File: src/clock_gear_map.svh
// Register offsets, field positions and reset values of the clock gear block
`ifndef CLOCK_GEAR_MAP_SVH
`define CLOCK_GEAR_MAP_SVH

// ==========================================================================
// Address map (byte offsets from the block base)
`define CG_BASE_ADDR 32'h400F_3000
`define CG_ADDR_W 12
`define CG_SYSCTL_OFS 12'h000
`define CG_OSC_OFS 12'h004
`define CG_STBY_OFS 12'h008
`define CG_PLLSEL_OFS 12'h00C
`define CG_USBCTL_OFS 12'h038
`define CG_PROTECT_OFS 12'h03C
`define CG_AUX_COUNT 5

// ==========================================================================
// System clock control fields
`define SYS_ADCSTOP_BIT 20
`define SYS_CLKOUT_MSB 17
`define SYS_CLKOUT_LSB 16
`define SYS_SPARE_BIT 13
`define SYS_PSRC_BIT 12
`define SYS_PRESC_MSB 10
`define SYS_PRESC_LSB 8
`define SYS_GEAR_MSB 2
`define SYS_GEAR_LSB 0
`define SYS_WR_MASK 32'h0013_3707
`define SYS_RESET 32'h0001_0000
`define AUX_RESET 32'h0000_0000

`endif

File: src/clock_gear_pkg.sv
// Types shared by the clock gear block
`default_nettype none
package clock_gear_pkg;

  // ========================================================================
  // Field encodings
  typedef enum logic [1:0] {
    CLKOUT_RSVD0 = 2'b00,
    CLKOUT_HALF = 2'b01,
    CLKOUT_FULL = 2'b10,
    CLKOUT_RSVD3 = 2'b11
  } clkout_sel_t;

  typedef enum logic [2:0] {
    GEAR_DIV1 = 3'b000,
    GEAR_DIV2 = 3'b100,
    GEAR_DIV4 = 3'b101,
    GEAR_DIV8 = 3'b110,
    GEAR_DIV16 = 3'b111
  } gear_code_t;

  typedef enum logic [2:0] {
    PRESC_DIV1 = 3'b000,
    PRESC_DIV2 = 3'b001,
    PRESC_DIV4 = 3'b010,
    PRESC_DIV8 = 3'b011,
    PRESC_DIV16 = 3'b100,
    PRESC_DIV32 = 3'b101
  } presc_code_t;

endpackage : clock_gear_pkg
`default_nettype wire

File: src/clock_gear.sv
// Clock gear, peripheral prescaler, clock output and ADC clock gate
`timescale 1ns/1ns
`default_nettype none
`include "clock_gear_map.svh"
// Function
// - ADC clock stops while stop bit is one
// - ADC clock stop bit clear after reset
// - Clock output select: 01 half, 10 full
// - Peripheral source: 0 gear, 1 undivided
// - Undivided source ignores gear divider setting
// - Prescaler divides by 1 to 32
// - Gear divides by 1,2,4,8,16
// - Registers decoded at fixed offsets from base

module clock_gear
  import clock_gear_pkg::*;
(
  input wire logic pclk,
  input wire logic presetn,
  input wire logic psel,
  input wire logic penable,
  input wire logic pwrite,
  input wire logic [`CG_ADDR_W-1:0] paddr,
  input wire logic [31:0] pwdata,
  output logic [31:0] prdata,
  output logic pready,
  output logic pslverr,
  output logic system_clock_en,
  output logic peripheral_clock_en,
  output logic prescale_clock_en,
  output logic clock_output_pin,
  output logic adc_clock_en
);

  // ========================================================================
  // Register state
  logic [31:0] sys_q;
  logic [31:0] aux_q [`CG_AUX_COUNT];
  logic [31:0] prdata_q;
  logic [31:0] rd_d;
  logic pready_q;
  logic pslverr_q;
  logic err_d;
  logic setup_cyc;
  logic wr_fire;
  logic wr_sys;
  logic aux_hit;
  logic [2:0] aux_idx;

  // Decoded fields
  logic adc_stop;
  clkout_sel_t clkout_sel;
  logic psrc_fc;
  logic [2:0] presc_code;
  logic [2:0] gear_code;

  // Divider state
  logic [3:0] gear_cnt_q;
  logic [3:0] gear_lim;
  logic gear_tick;
  logic [4:0] presc_cnt_q;
  logic [4:0] presc_lim;
  logic periph_tick;
  logic presc_tick;
  logic half_q;

  // Output flops
  logic sys_en_q;
  logic periph_en_q;
  logic presc_en_q;
  logic clkout_q;
  logic adc_en_q;

  // ========================================================================
  // Field extraction
  assign adc_stop = sys_q[`SYS_ADCSTOP_BIT];
  assign clkout_sel = clkout_sel_t'(sys_q[`SYS_CLKOUT_MSB:`SYS_CLKOUT_LSB]);
  assign psrc_fc = sys_q[`SYS_PSRC_BIT];
  assign presc_code = sys_q[`SYS_PRESC_MSB:`SYS_PRESC_LSB];
  assign gear_code = sys_q[`SYS_GEAR_MSB:`SYS_GEAR_LSB];

  // ========================================================================
  // APB slave
  // Setup cycle decodes; the access phase always completes in its first cycle
  assign setup_cyc = psel && !penable;
  assign wr_fire = psel && penable && pready_q && pwrite && !pslverr_q;
  assign wr_sys = wr_fire && (paddr == `CG_SYSCTL_OFS);

  // Map the storage-only registers onto one small array
  always_comb begin
    aux_hit = 1'b1;
    aux_idx = 3'h0;
    case (paddr)
      `CG_OSC_OFS: aux_idx = 3'h0;
      `CG_STBY_OFS: aux_idx = 3'h1;
      `CG_PLLSEL_OFS: aux_idx = 3'h2;
      `CG_USBCTL_OFS: aux_idx = 3'h3;
      `CG_PROTECT_OFS: aux_idx = 3'h4;
      default: aux_hit = 1'b0;
    endcase
  end

  // Read mux; reserved and unmapped words read zero and flag an error
  always_comb begin
    rd_d = 32'h0000_0000;
    err_d = 1'b0;
    if (paddr == `CG_SYSCTL_OFS) begin
      rd_d = sys_q & `SYS_WR_MASK;
    end else if (aux_hit) begin
      rd_d = aux_q[aux_idx];
    end else begin
      err_d = 1'b1;
    end
  end

  // Answer flops: loaded at the setup edge, dropped after the access edge
  always_ff @(posedge pclk or negedge presetn) begin
    if (!presetn) begin
      pready_q <= 1'b0;
      pslverr_q <= 1'b0;
      prdata_q <= 32'h0000_0000;
    end else begin
      pready_q <= setup_cyc;
      if (setup_cyc) begin
        pslverr_q <= err_d;
        prdata_q <= pwrite ? 32'h0000_0000 : rd_d;
      end else begin
        pslverr_q <= 1'b0;
        prdata_q <= 32'h0000_0000;
      end
    end
  end

  // System clock control; only documented bits ever store
  always_ff @(posedge pclk or negedge presetn) begin
    if (!presetn) begin
      sys_q <= `SYS_RESET;
    end else if (wr_sys) begin
      sys_q <= pwdata & `SYS_WR_MASK;
    end
  end

  // Oscillator, standby, PLL, USB and protect words are plain storage here
  always_ff @(posedge pclk or negedge presetn) begin
    if (!presetn) begin
      for (int i = 0; i < `CG_AUX_COUNT; i++) begin
        aux_q[i] <= `AUX_RESET;
      end
    end else if (wr_fire && aux_hit) begin
      aux_q[aux_idx] <= pwdata;
    end
  end

  // ========================================================================
  // Clock gear divider
  // Reserved gear codes run undivided rather than stall the system
  always_comb begin
    unique case (gear_code)
      GEAR_DIV2: gear_lim = 4'h1;
      GEAR_DIV4: gear_lim = 4'h3;
      GEAR_DIV8: gear_lim = 4'h7;
      GEAR_DIV16: gear_lim = 4'hF;
      default: gear_lim = 4'h0;
    endcase
  end

  // Compare with >= so a shorter ratio written mid-count wraps at once
  assign gear_tick = (gear_cnt_q >= gear_lim);

  always_ff @(posedge pclk or negedge presetn) begin
    if (!presetn) begin
      gear_cnt_q <= 4'h0;
    end else if (gear_tick) begin
      gear_cnt_q <= 4'h0;
    end else begin
      gear_cnt_q <= gear_cnt_q + 4'h1;
    end
  end

  // ========================================================================
  // Peripheral source and prescaler
  // Undivided source ticks every cycle whatever the gear says
  assign periph_tick = psrc_fc ? 1'b1 : gear_tick;

  // Reserved prescaler codes pass the peripheral rate through
  always_comb begin
    unique case (presc_code)
      PRESC_DIV2: presc_lim = 5'h01;
      PRESC_DIV4: presc_lim = 5'h03;
      PRESC_DIV8: presc_lim = 5'h07;
      PRESC_DIV16: presc_lim = 5'h0F;
      PRESC_DIV32: presc_lim = 5'h1F;
      default: presc_lim = 5'h00;
    endcase
  end

  assign presc_tick = periph_tick && (presc_cnt_q >= presc_lim);

  // Counts peripheral ticks only, so the prescaler rides on the source
  always_ff @(posedge pclk or negedge presetn) begin
    if (!presetn) begin
      presc_cnt_q <= 5'h00;
    end else if (presc_tick) begin
      presc_cnt_q <= 5'h00;
    end else if (periph_tick) begin
      presc_cnt_q <= presc_cnt_q + 5'h01;
    end
  end

  // ========================================================================
  // Clock output pin
  // Half-rate phase toggles on every system tick
  always_ff @(posedge pclk or negedge presetn) begin
    if (!presetn) begin
      half_q <= 1'b0;
    end else if (gear_tick) begin
      half_q <= !half_q;
    end
  end

  // Pin carries one pulse per selected period; reserved codes hold it low
  always_ff @(posedge pclk or negedge presetn) begin
    if (!presetn) begin
      clkout_q <= 1'b0;
    end else begin
      unique case (clkout_sel)
        CLKOUT_HALF: clkout_q <= gear_tick && half_q;
        CLKOUT_FULL: clkout_q <= gear_tick;
        CLKOUT_RSVD0: clkout_q <= 1'b0;
        CLKOUT_RSVD3: clkout_q <= 1'b0;
      endcase
    end
  end

  // ========================================================================
  // Enable outputs
  // Every output leaves a flop, so each enable lags its tick by one cycle
  always_ff @(posedge pclk or negedge presetn) begin
    if (!presetn) begin
      sys_en_q <= 1'b0;
      periph_en_q <= 1'b0;
      presc_en_q <= 1'b0;
    end else begin
      sys_en_q <= gear_tick;
      periph_en_q <= periph_tick;
      presc_en_q <= presc_tick;
    end
  end

  // ADC clock gate; software must have halted conversions before stopping
  always_ff @(posedge pclk or negedge presetn) begin
    if (!presetn) begin
      adc_en_q <= 1'b0;
    end else begin
      adc_en_q <= !adc_stop;
    end
  end

  assign prdata = prdata_q;
  assign pready = pready_q;
  assign pslverr = pslverr_q;
  assign system_clock_en = sys_en_q;
  assign peripheral_clock_en = periph_en_q;
  assign prescale_clock_en = presc_en_q;
  assign clock_output_pin = clkout_q;
  assign adc_clock_en = adc_en_q;
endmodule : clock_gear
`default_nettype wire

File: config.mk
export PLATFORM = sky130hd
export DESIGN_NAME = clock_gear
export DESIGN_NICKNAME = d
export VERILOG_FILES = /design/src/clock_gear_pkg.sv /design/src/clock_gear.sv
export VERILOG_INCLUDE_DIRS = /design/src
export SDC_FILE = /design/constraint.sdc
export NUM_CORES = 1
export LEC_CHECK = 0
export BUFFER_PORTS_ARGS = -buffer_cell sky130_fd_sc_hd__clkbuf_2
export CORE_MARGIN = 4
export CORE_UTILIZATION = 59
export DETAILED_ROUTE_END_ITERATION = 12
export PLACE_DENSITY_LB_ADDON = 0.12
export SYNTH_ARGS = -nofsm -noshare
export SYNTH_HDL_FRONTEND = slang
export SYNTH_SLANG_ARGS = --single-unit
export TNS_END_PERCENT = 10
File: constraint.sdc
create_clock -name pclk -period 2.3 [get_ports pclk]
set_input_delay 0.23 -clock pclk [delete_from_list [all_inputs] [get_ports pclk]]
set_output_delay 0.23 -clock pclk [all_outputs]
set_load 0.005 [all_outputs]
==> flow_summary.yaml, run 1 <==
worst_setup_path:
  worstSetupPathType: "register to register"
  path_max_fanout: 7
  cp.arrival_ns: 2.55
  cp-end-kind: "register"
  ff2ff_setup_slack_ns: 0.13
  start_kind: "register"
  rr_worst_depth: 7
  worstPathRequired_ns: 2.68
  r2r_start: "sys_q[2]$_DFFE_PN0P_"
  worst_r2r_endpoint: "presc_cnt_q[0]$_DFFE_PN0P_"
floorplan:
  ioPinCount: 88
  core_um2: 15900
  die_y_um: 135
  start_util_pct: 60.3
  die_area_um2: 18300
  rows: 46
  die_x_um: 135
logic_synthesis:
  syn_inst: 705
  yosys.cell_types.count: 50
  synth_top_family_by_area: "multiplexers"
  seq_area_frac_synth_pct: 57.5
  syn_area_um2: 9580
  yosysWarnings: 0
  synth_xor_area_share_pct: 0.274
  synthAdderAreaFrac_pct: 1.44
  synth_mux_area_share_pct: 22.8
  synth-simple-area-share_pct: 7.10
  synth_compound_area_share_pct: 8.29
  ys_ff_latch: 220
  avgSynthCellArea_um2: 13.6
  syn_nets: 765
run_status:
  status: "complete, no violations"
placement:
  hpwlAfterDp_um: 14500
  place_congestion: 0.885
  placedCellCount: 1003
  port_buffers: 87
  dpl_cell_area_um2: 10400
global_route:
  grt_pass1_vias: 6744
  grt_max_degree: 80
  grt_pass1_wl_um: 35800
  overflow: 0
  antenna_found_initial: 0
  track_usage_pct: 24.8
worst_hold_path:
  min_path_type: "primary input to register"
  hold_depth: 2
  hold_end: "aux_q[37]$_DFFE_PN0P_"
  hp-start: "pwdata[5]"
drt:
  drt-wirelength-per-cell_um: 21.1
  drt_iter0_drc: 324
  vias_per_cell: 5.99
  antenna_left: 0
  routed_wl_um: 22000
  drcViolationCount: 0
  vias: 6259
  first_pass_iters: 4
clock_network:
  clock_latency_ns: 0.50
  cts.reportedPaths.clkPinSlew_ns: 0.06
  cts_tree: "built"
  cts_buffers: 23
  cts_sinks: 220
  htreeDepth: 1
  clockBufferDepth: 3
  cts-root-buf: "clkbuf_16"
  post_cts_buffers: 0
pwr:
  p_per_area_nw_per_um2: 693
  power.total_w: 0.00777
  ir_drop_v: 0.000569
  leakage_nw: 5.71
run:
  maxCapViolations: 0
sta:
  fin_skew_ns: 0.00710
  min_period_ns: 2.17
  setup_viol: 0
  fmax_ghz: 0.462
  rsz0062_at_grt: "no"
  max-slew-margin-rel_pct: 53.7
  period_share_pct: 94.2
  tightestPinTransition_ns: 0.694
  maxSlewViolCount: 0
  fin_setup_tns_ns: 0
  hold_viol: 0
cells_and_area:
  fin_nets: 874
  drive_gt1_share_pct: 41.0
  syn2layout_area_growth_pct: 17.0
  final_area_um2: 11200
  layout.cells.most_common: "dfrtp_1"
  num_antenna_cells: 0
  utilization_pct: 70.6
  stdcell_count: 1045
  final_cell_mix: "dfrtp_1 (219), mux2_2 (132), clkbuf_2 (86)"
synth_stat cells (all sizes together):
| cell type | count | area, um^2 |
|---|---|---|
| a22o | 3 | 26.3 |
| and3 | 2 | 12.5 |
| a21boi | 1 | 7.51 |
| nand4 | 3 | 18.8 |
| ha | 11 | 138 |
| a31oi | 2 | 12.5 |
| inv | 7 | 26.3 |
| o221ai | 5 | 43.8 |
| nor4 | 17 | 119 |
| clkbuf | 19 | 71.3 |
| a41o | 1 | 10.0 |
| o221a | 5 | 56.3 |
| o21ai | 11 | 55.1 |
| mux2 | 183 | 2170 |
| o311ai | 1 | 8.76 |
| nor2b | 20 | 125 |
| nand2b | 5 | 31.3 |
| dfrtp | 219 | 5480 |
| nor3 | 10 | 55.1 |
| a2111oi | 1 | 27.5 |
| o211ai | 1 | 7.51 |
| o31ai | 10 | 75.1 |
| o22ai | 35 | 219 |
| a21o | 1 | 7.51 |
| dfstp | 1 | 26.3 |
| and2 | 3 | 18.8 |
| nor2 | 27 | 101 |
| or2 | 2 | 12.5 |
| nor4b | 1 | 15.0 |
| xor2 | 2 | 17.5 |
| xnor2 | 1 | 8.76 |
| and4b | 2 | 20.0 |
| a2111o | 1 | 11.3 |
| mux2i | 1 | 10.0 |
| nand2 | 25 | 93.8 |
| a211o | 1 | 8.76 |
| nand3 | 8 | 57.6 |
| a211oi | 16 | 120 |
| o21a | 1 | 7.51 |
| a21oi | 18 | 90.1 |
| buf | 22 | 155 |
worst max-delay path by stage:
stage                                  startpoint                          to  cells past startpoint
after floorplan              sys_q[2]$_DFFE_PN0P_  presc_cnt_q[0]$_DFFE_PN0P_                      6
after CTS                   sys_q[10]$_DFFE_PN0P_  presc_cnt_q[0]$_DFFE_PN0P_                      8
after global routing      gear_cnt_q[0]$_DFF_PN0_  presc_cnt_q[0]$_DFFE_PN0P_                      8
final                        sys_q[2]$_DFFE_PN0P_  presc_cnt_q[0]$_DFFE_PN0P_                      7
after detailed placement    sys_q[10]$_DFFE_PN0P_  presc_cnt_q[0]$_DFFE_PN0P_                      8
after global placement                   paddr[7]      aux_q[148]$_DFFE_PN0P_                      7
per-stage QoR:
step,hold WS (ns),setup slack (ns)
6_report,0.0143,0.134
3_3_place_gp,0.309,0.212
3_5_place_dp,0.314,0.0683
2_1_floorplan,-0.0656,0.220
5_1_grt,0.0194,0.0227
4_1_cts,0.00434,0.0482
sequential cells by signal, indices dropped and copies added (netlist names):
signal,cells
prescale_clock_en,1
prdata,32
peripheral_clock_en,1
system_clock_en,1
clock_output_pin,1
pslverr,1
pready,1
aux_q,160
gear_cnt_q,4
adc_clock_en,1
half_q,1
sys_q,11
presc_cnt_q,5
layer usage:
layer  up-vias  track usage [%]  share of wire (%)
li1       2813                -                  -
met1      3237             33.6                 43
met2       169             41.9                 50
met3        40             3.75                4.7
met4         0             7.22                1.8
met5         -                0                  0
critical path, cell delays in order (launching register included):
cell and delay (ns):
dfrtp_1 0.44, ha_1 0.31, nand2b_1 0.14, a2111o_1 0.43, a21oi_1 0.17, buf_4 0.18
nor2_1 0.10, mux2_2 0.29
layout make-up:
| type | count | area, um^2 |
|---|---|---|
| flip-flops and latches | 220 | 5510 |
| fillers | 1147 | 4670 |
| multi-input cells | 437 | 3830 |
| repair buffers | 125 | 822 |
| clock buffers | 33 | 693 |
| well taps | 216 | 270 |
| clock inverters | 7 | 60.1 |
| inverters | 7 | 26.3 |
cells by family (layout without fill, tap and decap cells):
kind of cell | count (synthesis) | in the layout
AO/OA/AOI/OAI | 114 | 114
XOR/XNOR | 3 | 3
adder cells (fa/ha/maj) | 11 | 11
buffers and inverters | 48 | 172
flip-flops | 220 | 220
multiplexers | 184 | 184
AND/OR/NAND/NOR | 125 | 125
where the power goes:
part / leakage, nW / internal, W / switching [W]
Sequential: 3.04 / 0.00387 / 0.00000198
Clock: 0.381 / 0.00219 / 0.00144
Combinational: 2.28 / 0.0000808 / 0.000183
Total: 5.71 / 0.00615 / 0.00162
what timing repair did:
item                                    CTS  global route
hold endpoints to repair                 74             0
hold buffers                              2             0
resized for setup                         0             2
endpoints found under the setup margin    0             5
(Power assumes the default switching activity.)
==> inputs of run 2 (changes only) <==
--- a/config.mk
+++ b/config.mk
@@ -11,6 +11,7 @@
 export CORE_UTILIZATION = 59
 export DETAILED_ROUTE_END_ITERATION = 12
 export PLACE_DENSITY_LB_ADDON = 0.12
+export SETUP_SLACK_MARGIN = 0.15
 export SYNTH_ARGS = -nofsm -noshare
 export SYNTH_HDL_FRONTEND = slang
 export SYNTH_SLANG_ARGS = --single-unit
==> flow_summary.yaml, run 2 (synthesis results as in run 1) <==
run_status:
  status: "complete, no violations"
clock_network:
  cts.reportedPaths.clkPinSlew_ns: 0.06
  htreeDepth: 1
  clock_latency_ns: 0.50
  cts-root-buf: "clkbuf_16"
  clockBufferDepth: 3
  cts_tree: "built"
  cts_buffers: 23
  cts_sinks: 220
worst_setup_path:
  worst_r2r_endpoint: "presc_cnt_q[0]$_DFFE_PN0P_"
  start_kind: "register"
  cp-end-kind: "register"
  worstSetupPathType: "register to register"
  r2r_start: "sys_q[0]$_DFFE_PN0P_"
  worstPathRequired_ns: 2.68
  ff2ff_setup_slack_ns: 0.23
  cp.arrival_ns: 2.45
  rr_worst_depth: 7
  path_max_fanout: 7
global_route:
  track_usage_pct: 24.8
  grt_max_degree: 80
  antenna_found_initial: 0
  grt_pass1_wl_um: 35800
  grt_pass1_vias: 6744
  overflow: 0
floorplan:
  die_area_um2: 18300
  die_y_um: 135
  rows: 46
  start_util_pct: 60.3
  core_um2: 15900
  die_x_um: 135
  ioPinCount: 88
run:
  maxCapViolations: 0
sta:
  setup_viol: 0
  fmax_ghz: 0.483
  hold_viol: 0
  tightestPinTransition_ns: 0.699
  min_period_ns: 2.07
  max-slew-margin-rel_pct: 53.4
  fin_skew_ns: 0.00703
  maxSlewViolCount: 0
  fin_setup_tns_ns: 0
  rsz0062_at_grt: "yes"
  period_share_pct: 90.1
drt:
  vias_per_cell: 5.98
  first_pass_iters: 4
  routed_wl_um: 22100
  drcViolationCount: 0
  vias: 6260
  drt_iter0_drc: 316
  drt-wirelength-per-cell_um: 21.1
  antenna_left: 0
pwr:
  leakage_nw: 5.71
  ir_drop_v: 0.000571
  combinationalPowerShare_pct: 3.4
  clock_power_share_pct: 46.7
  p_sw_share_pct: 20.9
  p_per_area_nw_per_um2: 691
  internal-power_w: 0.00615
  switchingPower_w: 0.00162
  seqPwrFrac_pct: 49.9
cells_and_area:
  syn2layout_area_growth_pct: 17.3
  final_cell_mix: "dfrtp_1 (219), mux2_2 (132), clkbuf_2 (86)"
  largest_register: "aux_q"
  layout.cells.most_common: "dfrtp_1"
  nFillCells: 1145
  utilization_pct: 70.8
  drive_gt1_share_pct: 41.6
  fin_nets: 875
  largest_reg_flops: 160
  num_antenna_cells: 0
placement:
  hpwlAfterDp_um: 14500
  place_congestion: 0.885
  port_buffers: 87
worst_hold_path:
  hold_depth: 2
  hp-start: "pwdata[11]"
  hold_end: "aux_q[107]$_DFFE_PN0P_"
  min_path_type: "primary input to register"
-- run 2: changes by cell type in the layout (fill, tap and decap cells not counted) --
cell     previous run  this run
a21oi_1            18        17
a21oi_2             0         1
buf_6               0         1
nor2_1             27        26
nor2_2              0         1
nor4_1             15        14
nor4_2              2         3
o21ai_0             9         8
o21ai_2             1         2
-- run 2: worst max path at each step --
stage	from	end	slack [ns]
floorplan	sys_q[2]$_DFFE_PN0P_	presc_cnt_q[0]$_DFFE_PN0P_	0.22
global placement	paddr[7]	aux_q[148]$_DFFE_PN0P_	0.21
detailed placement	sys_q[10]$_DFFE_PN0P_	presc_cnt_q[0]$_DFFE_PN0P_	0.07
CTS	sys_q[2]$_DFFE_PN0P_	presc_cnt_q[0]$_DFFE_PN0P_	0.16
global route	sys_q[10]$_DFFE_PN0P_	presc_cnt_q[3]$_DFFE_PN0P_	0.15
finish	sys_q[0]$_DFFE_PN0P_	presc_cnt_q[0]$_DFFE_PN0P_	0.23
-- run 2: layer usage --
layer / global-route usage (%) / vias up / wire length [um]
li1: - / 2823 / -
met1: 33.6 / 3219 / 9420
met2: 41.9 / 176 / 11100
met3: 3.75 / 42 / 1140
met4: 7.22 / 0 / 414
met5: 0 / - / 0
-- run 2: layout make-up --
class                   count  area, um^2  share of cell area (%)
clock buffers              33         693                    6.17
multi-input cells         437        3850                    34.3
flip-flops and latches    220        5510                    49.0
repair buffers            126         833                    7.41
clock inverters             7        60.1                   0.534
well taps                 216         270                    2.40
inverters                   7        26.3                   0.234
-- run 2: worst max-delay path: stages (launching register included) --
cell and delay, ns:
dfrtp_1 0.44, o21ai_1 0.16, ha_1 0.25, a2111o_1 0.45
a21oi_2 0.17, buf_6 0.14, nor2_2 0.06, mux2_2 0.28
-- run 2: power by group through the flow --
stage / Clock, W / Sequential [W] / Combinational [W]
after floorplan: 0 / 0.00395 / 0.0000608
after global placement: 0 / 0.00395 / 0.000255
after detailed placement: 0 / 0.00395 / 0.000264
after CTS: 0.00371 / 0.00387 / 0.000268
after global routing: 0.00385 / 0.00387 / 0.000295
final: 0.00363 / 0.00388 / 0.000265
-- run 2: timing repair --
item                                   4_1_cts  5_1_grt
setup endpoints to repair                    5        5
cloned                                       0        0
endpoints found under the hold margin       74        0
hold buffers                                 2        0
buffers inserted                             0        1
pin swaps                                    0        2
gates resized for setup                      1        7
-- run 2: stage by stage --
step / std cells / hold slack [ns] / worst slack [ns] / cell area [um^2] / power [W]
finish: 1046 / 0.00996 / 0.228 / 11200 / 0.00777
global route: 1046 / 0.0194 / 0.153 / 11200 / 0.00802
CTS: 1045 / 0.00434 / 0.162 / 11200 / 0.00785
detailed placement: 1003 / 0.314 / 0.0683 / 10400 / 0.00421
global placement: 1003 / 0.309 / 0.212 / 10400 / 0.00420
floorplan: 705 / -0.0656 / 0.220 / 9580 / 0.00401
